**config.mk**
```make
export PLATFORM = sky130hd
export DESIGN_NAME = pcb_compare_out
export DESIGN_NICKNAME = d
export VERILOG_FILES = /design/src/pcb_pkg.sv /design/src/pcb_compare_out.sv
export VERILOG_INCLUDE_DIRS = /design/src
export SDC_FILE = /design/constraint.sdc
export NUM_CORES = 1
export LEC_CHECK = 0
export BUFFER_PORTS_ARGS = -buffer_cell sky130_fd_sc_hd__buf_2
export CAP_MARGIN = 15
export CELL_PAD_IN_SITES_DETAIL_PLACEMENT = 0
export CELL_PAD_IN_SITES_GLOBAL_PLACEMENT = 1
export CORE_MARGIN = 4
export CORE_UTILIZATION = 39
export CTS_BUF_LIST = sky130_fd_sc_hd__clkbuf_8 sky130_fd_sc_hd__clkbuf_16
export DETAILED_ROUTE_END_ITERATION = 16
export GPL_ROUTABILITY_DRIVEN = 0
export PLACE_DENSITY = 0.93
export SETUP_SLACK_MARGIN = 0.05
export SLEW_MARGIN = 5
export SYNTH_ARGS = -nofsm -noshare
export SYNTH_HDL_FRONTEND = slang
export SYNTH_SLANG_ARGS = --single-unit
```
**constraint.sdc**
```tcl
create_clock -name sys_clk -period 4.9 [get_ports sys_clk]
set_input_delay 0 -clock sys_clk [delete_from_list [all_inputs] [get_ports sys_clk]]
set_output_delay 0 -clock sys_clk [all_outputs]
set_load 0.01 [all_outputs]
```
**src/pcb_defs.svh**
```systemverilog
// Purpose: Constants for the compare buffer and output block
// Assumes: Included once per compile unit
// Notes: Mode encodings of the compare output mode field
`ifndef PCB_DEFS_SVH
`define PCB_DEFS_SVH
`define PCB_MODE_OFF 2'h0
`define PCB_MODE_TOGGLE 2'h1
`define PCB_MODE_CLEAR 2'h2
`define PCB_MODE_SET 2'h3
`define PCB_RES_8 2'h1
`define PCB_RES_9 2'h2
`define PCB_RES_10 2'h3
`define PCB_MASK_8 16'h00ff
`define PCB_MASK_9 16'h01ff
`define PCB_MASK_10 16'h03ff
`define PCB_MASK_FULL 16'hffff
`define PCB_TOP_FULL 16'hffff
`define PCB_TOP_8 8'hff
`endif

```
**src/pcb_pkg.sv**
```systemverilog
// Purpose: Types for the compare buffer and output block
// Assumes: pcb_defs.svh holds the numbers
// Notes: None
package pcb_pkg;
    typedef struct packed {
        logic [15:0] active16;
        logic [15:0] hold16;
        logic [7:0] active8;
        logic [7:0] hold8;
        logic pin16;
        logic pin8;
        logic [15:0] rdata16;
        logic [7:0] rdata8;
        logic match16;
        logic match8;
        logic prevTick;
    } pcb_state_s;
endpackage : pcb_pkg

```
**src/pcb_compare_out.sv**
```systemverilog
// Purpose: Double-buffered compare values and compare output pins of two timers
// Assumes: Counters live outside; countTick marks the last system cycle of each count
// Notes: Channel 16 is the 16-bit timer, channel 8 the 8-bit timer
// How it works
// In PWM, writes to the 16-bit compare value go to a holding buffer.
// At counter top in PWM, holding buffer is copied into active compare.
// 16-bit compare reads return active value before update, also after leaving PWM.
// 8-bit compare reads return the holding buffer contents.
// Disabling compare output mode retains the current pin level.
// Re-enabling compare output resumes from the retained pin level.
// Reset drives every compare output pin to zero.
// Top load in 8/9/10-bit PWM clears high bits above resolution.
// Match acts after the last prescaled count equal to compare value.
// Outside PWM, compare writes update the active value at once.
`include "pcb_defs.svh"
module pcb_compare_out
    import pcb_pkg::*;
(
    // Clock and reset
    input wire logic sys_clk,
    input wire logic sys_rst,
    // Counter state
    input wire logic [15:0] count16,
    input wire logic [7:0] count8,
    input wire logic countTick,
    input wire logic pwm16,
    input wire logic [1:0] pwmRes16,
    input wire logic pwm8,
    // Software access
    input wire logic wrCompare16,
    input wire logic [15:0] wdata16,
    input wire logic wrCompare8,
    input wire logic [7:0] wdata8,
    input wire logic [1:0] compareOutputMode16,
    input wire logic [1:0] compareOutputMode8,
    // Read back and pins
    output logic [15:0] compareValueReg16,
    output logic [7:0] compareValueReg8,
    output logic compareOutputPin16,
    output logic compareOutputPin8,
    output logic compareMatch16,
    output logic compareMatch8
);
    // ----------------------------------------
    // Helpers
    // ----------------------------------------
    function automatic logic [15:0] resMask(input logic [1:0] res);
        unique case (res)
            `PCB_RES_8: resMask = `PCB_MASK_8;
            `PCB_RES_9: resMask = `PCB_MASK_9;
            `PCB_RES_10: resMask = `PCB_MASK_10;
            default: resMask = `PCB_MASK_FULL;
        endcase
    endfunction : resMask

    function automatic logic pinAction(input logic [1:0] mode, input logic pin);
        unique case (mode)
            `PCB_MODE_TOGGLE: pinAction = ~pin;
            `PCB_MODE_CLEAR: pinAction = 1'b0;
            `PCB_MODE_SET: pinAction = 1'b1;
            default: pinAction = pin;
        endcase
    endfunction : pinAction

    // ----------------------------------------
    // State
    // ----------------------------------------
    pcb_state_s st;
    pcb_state_s next_st;
    logic [15:0] top16;
    logic lastCount;
    logic hit16;
    logic hit8;

    always_comb begin
        top16 = `PCB_TOP_FULL & resMask(pwmRes16);
        next_st = st;
        next_st.prevTick = countTick;
        // Tick ends a count: comparing here means the last cycle of it
        lastCount = countTick;
        hit16 = lastCount && (count16 == st.active16);
        hit8 = lastCount && (count8 == st.active8);
        next_st.match16 = hit16;
        next_st.match8 = hit8;
        // Compare value writes
        if (wrCompare16) begin
            next_st.hold16 = wdata16;
            if (!pwm16) begin
                next_st.active16 = wdata16;
            end
        end
        if (pwm16 && lastCount && (count16 == top16)) begin
            next_st.active16 = st.hold16 & resMask(pwmRes16);
            if (wrCompare16) begin
                next_st.active16 = st.hold16 & resMask(pwmRes16);
            end
        end
        if (wrCompare8) begin
            next_st.hold8 = wdata8;
            if (!pwm8) begin
                next_st.active8 = wdata8;
            end
        end
        if (pwm8 && lastCount && (count8 == `PCB_TOP_8)) begin
            next_st.active8 = st.hold8;
        end
        // Pin stays where it was while mode is off
        if (hit16) begin
            next_st.pin16 = pinAction(compareOutputMode16, st.pin16);
        end
        if (hit8) begin
            next_st.pin8 = pinAction(compareOutputMode8, st.pin8);
        end
        next_st.rdata16 = next_st.active16;
        next_st.rdata8 = next_st.hold8;
        if (sys_rst) begin
            next_st = '0;
        end
    end

    always_ff @(posedge sys_clk) begin
        st <= next_st;
    end

    assign compareValueReg16 = st.rdata16;
    assign compareValueReg8 = st.rdata8;
    assign compareOutputPin16 = st.pin16;
    assign compareOutputPin8 = st.pin8;
    assign compareMatch16 = st.match16;
    assign compareMatch8 = st.match8;
endmodule : pcb_compare_out

```
==> results of run 1 <==
layer usage:
layer	share of wire, %	vias up
li1	-	1264
met1	47	1161
met2	44	86
met3	6.8	10
met4	1.4	0
met5	0	-
power groups by stage:
stage | Combinational, mW | Clock (mW) | Sequential [mW]
2_1_floorplan | 0.0987 | 0 | 0.464
3_3_place_gp | 0.138 | 0 | 0.468
3_5_place_dp | 0.140 | 0 | 0.468
4_1_cts | 0.157 | 0.312 | 0.459
5_1_grt | 0.175 | 0.331 | 0.461
6_report | 0.156 | 0.301 | 0.459
registers in the layout, summed over array words and instances, names as in the netlist:
register	count
compareValueReg16	16
compareMatch8	1
compareValueReg8	8
compareOutputPin16	1
st	24
compareMatch16	1
compareOutputPin8	1
metrics by stage:
stage               util, %  setup slack [ns]  power [mW]  area [um^2]  instances
finish                50.72             3.066      0.9157         3446        505
global route          50.72             2.859      0.9667         3446        505
floorplan                 -             3.232      0.5626         2739        327
CTS                   50.72             3.086      0.9275         3446        505
global placement      45.05             2.806      0.6062         3060        470
detailed placement    45.05             2.753      0.6088         3060        470
cells in the final DEF, fill, tap and decap left out, drive strengths merged:
master / count
or4: 3
nand4: 8
nand2: 19
nor4: 4
or3b: 2
nand2b: 12
buf: 90
xor2: 10
a211oi: 9
a21oi: 24
nor3: 4
nor2: 50
o2111ai: 1
clkinvlp: 1
o22a: 6
mux2i: 32
ha: 2
o211ai: 1
nand3b: 1
dlygate4sd3: 27
or3: 2
a31oi: 2
dfxtp: 52
o21ai: 1
nor3b: 1
inv: 8
o22ai: 1
nand3: 14
o41ai: 1
xnor2: 13
nor2b: 1
o311ai: 1
clkbuf: 5
bufinv: 1
how the worst min path moves through the flow:
stage	startpoint	end	cells past startpoint
final	count16[3]	compareMatch16$_SDFF_PP0_	4
after detailed placement	wdata8[3]	compareValueReg8[3]$_SDFFE_PP0P_	3
after CTS	count16[3]	compareMatch16$_SDFF_PP0_	4
after floorplan	compareOutputMode8[0]	compareOutputPin8$_SDFFE_PP0P_	2
after global placement	wdata8[1]	compareValueReg8[1]$_SDFFE_PP0P_	3
after global routing	count16[3]	compareMatch16$_SDFF_PP0_	4
critical path, stage by stage:
cell and delay [ns]:
buf_2 0.09, inv_1 0.04, ha_1 0.33, or4_1 0.56, mux2i_1 0.14, nand3_1 0.26
buf_4 0.32, o22a_1 0.17, a21oi_1 0.15
cells by family after synthesis:
logic type	after synthesis	share of synthesized area, %
AOI/OAI and AO/OA	47	10.87
buffers and inverters	50	10.23
DFF	52	38.01
muxes	32	11.69
xor gates and xnor gates	23	7.355
and+or+nand+nor	121	20.92
adders and majority gates	2	0.9135
final cells by class:
class | instances | area (um^2) | area share (%)
multi-input combinational | 225 | 1418 | 41.14
sequential | 52 | 1041 | 30.21
timing repair buffer | 117 | 725.7 | 21.06
tap | 96 | 120.1 | 3.486
clock buffer | 5 | 68.82 | 1.997
clock inverter | 3 | 46.29 | 1.344
inverter | 7 | 26.28 | 0.7625
==> results_dict.tcl, run 1 <==
set metrics [dict create \
    status "finished, final reports clean" \
    drtIter0Drc 104 \
    antenna_found_initial 0 \
    internal_power_mw 0.6761 \
    async_reset_ff_share_pct 0 \
    vdd_drop_max_mv 0.1200 \
    fill_cells 647 \
    routed_wirelength_um 6774 \
    ys.flop_type "dfxtp_1" \
    finalHoldViolCount 0 \
    clk_pin_slew_worst_paths_ns 0.10 \
    drtPass1Iterations 4 \
    arrival_ns 2.06 \
    start_kind "input port" \
    p_sw_mw 0.2396 \
    areaGrowthSynthToFinish_pct 25.81 \
    synth_edf_count 0 \
    worst-slew-pin-transition_ns 0.9709 \
    clock_path_buffers 2 \
    start_util_pct 40.31 \
    clockPowerShare_pct 32.9 \
    finalSetupTns_ns 0 \
    syn_inst 327 \
    crit_end "compareValueReg16[14]$_SDFFE_PP0P_" \
    h-tree-depth 2 \
    grt_pass1_vias 2443 \
    wire_per_inst_um 13.41 \
    dp_hpwl_um 5068 \
    finalSetupViolCount 0 \
    seqPwrFrac_pct 50.1 \
    yosysMostFrequentCell "dfxtp_1" \
    post-route-period-util_pct 37.43 \
    r2r_cells 5 \
    end_kind "flip-flop" \
    grt_max_degree 54 \
    reg2reg_from "compareValueReg16[11]$_SDFFE_PP0P_" \
    core_area_mm2 0.006794 \
    n_antenna_cell 0 \
    finClkSkew_ns 0.007663 \
    top_usage_layer "met2" \
    crit_type "input port to flip-flop" \
    timing.hold.ws_ns 0.02330 \
    syn_avg_cell_area_um2 8.376 \
    leakagePower_nw 1.559 \
    cts_setup_buffers 0 \
    grt_use_total_pct 16.43 \
    use_met1_pct 22.38 \
    ys_seq_elements 52 \
    max_freq_mhz 545.3 \
    p_comb_share_pct 17.0 \
    drc_errors 0 \
    use_met3_pct 3.527 \
    die-width_um 91.80 \
    cts_tree "yes" \
    powerDensity_mw_per_mm2 265.7 \
    seq_area_frac_synth_pct 38.01 \
    synthesis.area_mm2 0.002739 \
    grt_pass1_wl_um 11380 \
    slew_headroom_pct 35.14 \
    synth_commonest_cells "52 x dfxtp_1, 50 x nor2_1, 32 x mux2i_1, 24 x a21oi_1, 24 x buf_4" \
    ys_warn_count 0 \
    cts_resized 0 \
    clk_latency_ns 0.31 \
    yosysTopAreaCell "dfxtp_1" \
    portBuffers 88 \
    root_buffer "clkbuf_8" \
    cp_max_fo 24 \
    io_pins 89 \
    rows 30 \
    hold_class "input port to flip-flop" \
    cts_hold_buffers 27 \
    swShare_pct 26.16 \
    fin_crit_ns 1.834 \
    met2_usage_pct 26.11 \
    viasPerCell 4.992 \
    drive_gt1_share_pct 23.96 \
    critPathLaunch "pwmRes16[0]" \
    grt_overflow 0 \
    synth_nets 390 \
    rr_endpoint "compareOutputPin16$_SDFFE_PP0P_" \
    synth_area_leaders "dfxtp_1 38%, mux2i_1 12%, nor2_1 6.9%, buf_4 6.6%, a21oi_1 4.4%" \
    cts_buffers 5 \
    cts.sinks 52 \
    reg2reg_setup_slack_ns 3.20 \
    die_y_um 91.80 \
    final_nets 471 \
    required_ns 5.12 \
    rsz0062_at_grt "no" \
    num_vias 2521 \
    ys_types 33 \
    ant_nets 0 \
    die_area_mm2 0.008427 \
    synth_top_area_share_pct 38.01 \
    drv_slew 0 \
    cap_viol_max_count 0 \
]
No activity file was read; power rests on OpenSTA's default activity.
==> run 2, diff against run 1 <==
--- a/config.mk
+++ b/config.mk
@@ -11,11 +11,11 @@
 export CELL_PAD_IN_SITES_DETAIL_PLACEMENT = 0
 export CELL_PAD_IN_SITES_GLOBAL_PLACEMENT = 1
 export CORE_MARGIN = 4
-export CORE_UTILIZATION = 39
+export CORE_UTILIZATION = 33
 export CTS_BUF_LIST = sky130_fd_sc_hd__clkbuf_8 sky130_fd_sc_hd__clkbuf_16
 export DETAILED_ROUTE_END_ITERATION = 16
 export GPL_ROUTABILITY_DRIVEN = 0
-export PLACE_DENSITY = 0.93
+export PLACE_DENSITY = 0.85
 export SETUP_SLACK_MARGIN = 0.05
 export SLEW_MARGIN = 5
 export SYNTH_ARGS = -nofsm -noshare
==> constraint.sdc (replaced) <==
create_clock -name sys_clk -period 1.6 [get_ports sys_clk]
set_input_delay 0 -clock sys_clk [delete_from_list [all_inputs] [get_ports sys_clk]]
set_output_delay 0 -clock sys_clk [all_outputs]
set_load 0.01 [all_outputs]
==> run 2 against run 1 <==
Sequential power rose to 3.1 times the previous value. Routed wire length increased by 8.4%. Combinational power grew to 3.3 times the previous value. Cell area rose by 3.7%. Critical endpoint is now compareOutputPin16$_SDFFE_PP0P_.
==> results_dict.tcl, run 2 (synthesis results as in run 1) <==
set metrics [dict create \
    num_vias 2594 \
    worst-slew-pin-transition_ns 0.5202 \
    root_buffer "clkbuf_8" \
    regArea_mm2 0.001046 \
    wire_per_inst_um 14.04 \
    die_y_um 99.10 \
    hold_start "count16[1]" \
    die-width_um 99.10 \
    reg2reg_from "compareValueReg16[5]$_SDFFE_PP0P_" \
    arrival_ns 1.84 \
    swShare_pct 26.79 \
    clock_path_buffers 2 \
    routed_wirelength_um 7344 \
    finClkSkew_ns 0.007251 \
    clk_pin_slew_worst_paths_ns 0.10 \
    grt_use_total_pct 14.70 \
    multi_input_area_mm2 0.001444 \
    drc_errors 0 \
    start_kind "flip-flop" \
    finalSetupViolCount 0 \
    die_area_mm2 0.009821 \
    p_comb_share_pct 17.9 \
    dp_hpwl_um 5529 \
    grt_pass1_wl_um 11780 \
    fin_ws_ns 0.01026 \
    cts_buffers 5 \
    hold_class "input port to flip-flop" \
    powerDensity_mw_per_mm2 799.3 \
    cp_max_fo 3 \
    rr_endpoint "compareOutputPin16$_SDFFE_PP0P_" \
    internal_power_mw 2.092 \
    fill_cells 793 \
    drtIter0Drc 65 \
    antenna_found_initial 0 \
    grt_max_degree 21 \
    rsz0062_at_grt "yes" \
    max_freq_mhz 629.0 \
    vdd_drop_max_mv 0.3467 \
    reg2reg_setup_slack_ns 0.01 \
    grt_pass1_vias 2411 \
    clockPowerShare_pct 33.0 \
    grt_overflow 0 \
    finalHoldViolCount 0 \
    timing.hold.ws_ns 0.02937 \
    p_sw_mw 0.7655 \
    whs_path_depth 4 \
    holdPathEnd "compareMatch16$_SDFF_PP0_" \
    viasPerCell 4.960 \
    areaGrowthSynthToFinish_pct 30.52 \
    seqPwrFrac_pct 49.1 \
    status "finished, final reports clean" \
    final_common_cell "buf_2" \
    regMostFlops "st" \
    io_pins 89 \
    final_nets 483 \
    ant_nets 0 \
    h-tree-depth 2 \
    core_area_mm2 0.007888 \
    n_antenna_cell 0 \
    cts_tree "yes" \
    start_util_pct 34.72 \
    portBuffers 88 \
    r2r_cells 5 \
    leakagePower_nw 1.631 \
    cap_viol_max_count 0 \
    required_ns 1.86 \
    cts.sinks 52 \
    clk_latency_ns 0.30 \
    cts_setup_buffers 0 \
    drv_slew 0 \
    rows 32 \
    drive_gt1_share_pct 28.27 \
    fin_crit_ns 1.590 \
    end_kind "flip-flop" \
    drtPass1Iterations 4 \
    crit_type "flip-flop to flip-flop" \
    preCtsSetupSlack_ns -0.03795 \
    largest_register_ffs 24 \
    final_cell_mix "88 x buf_2, 50 x nor2_1, 48 x dfxtp_1" \
    post-route-period-util_pct 99.36 \
    slew_headroom_pct 65.32 \
]
-- run 2: worst max-delay path by stage --
stage | start | cells past startpoint | slack, ns | end
finish | compareValueReg16[5]$_SDFFE_PP0P_ | 5 | 0.01 | compareOutputPin16$_SDFFE_PP0P_
global route | compareValueReg16[0]$_SDFFE_PP0P_ | 5 | -0.09 | compareOutputPin16$_SDFFE_PP0P_
CTS | compareValueReg16[3]$_SDFFE_PP0P_ | 5 | 0.01 | compareOutputPin16$_SDFFE_PP0P_
detailed placement | pwmRes16[1] | 9 | -0.04 | compareValueReg16[11]$_SDFFE_PP0P_
global placement | pwmRes16[1] | 9 | -0.003 | compareValueReg16[11]$_SDFFE_PP0P_
floorplan | compareValueReg16[11]$_SDFFE_PP0P_ | 5 | 0.06 | compareOutputPin16$_SDFFE_PP0P_
-- run 2: metrics by stage --
stage | cells | cell area (um^2) | util (%) | power [mW] | TNS (ns)
floorplan | 327 | 2753 | - | 1.727 | 0
global placement | 488 | 3166 | 40.13 | 1.882 | -0.002836
detailed placement | 488 | 3166 | 40.13 | 1.889 | -0.2150
CTS | 523 | 3571 | 45.27 | 2.891 | 0
global route | 523 | 3575 | 45.32 | 3.004 | -0.08704
finish | 523 | 3575 | 45.32 | 2.857 | 0
-- run 2: metal layers --
layer,vias to the layer above,GRT usage (%),share of wire (%)
met4,0,3.151,0.86
li1,1287,-,-
met5,-,0,0
met1,1200,20.70,47
met2,101,23.04,43
met3,6,3.366,8.7
-- run 2: area by class of cell --
type	count	area share [%]
Clock buffer	5	1.925
Clock inverter	3	1.295
Tap cell	102	3.570
Multi-Input combinational cell	225	40.39
Inverter	7	0.7350
Timing Repair Buffer	129	22.82
Sequential cell	52	29.26
-- run 2: critical path, stage by stage (launching register included) --
cell and delay [ns]:
dfxtp_1 0.33, inv_1 0.08, o22ai_1 0.12, or4_4 0.52, or4_1 0.40, nand3_1 0.09
-- run 2: timing repair --
action / CTS / global route
hold endpoints to repair: 28 / 0
gates resized for setup: 6 / 2
hold buffers: 27 / 0
pin swaps: 3 / 0
endpoints found under the setup margin: 1 / 1
-- run 2: power groups by stage --
stage	sequential (mW)	combinational, mW	clock [mW]
2_1_floorplan	1.42	0.306	0
3_3_place_gp	1.43	0.452	0
3_5_place_dp	1.43	0.458	0
4_1_cts	1.40	0.512	0.976
5_1_grt	1.41	0.566	1.03
6_report	1.40	0.511	0.942
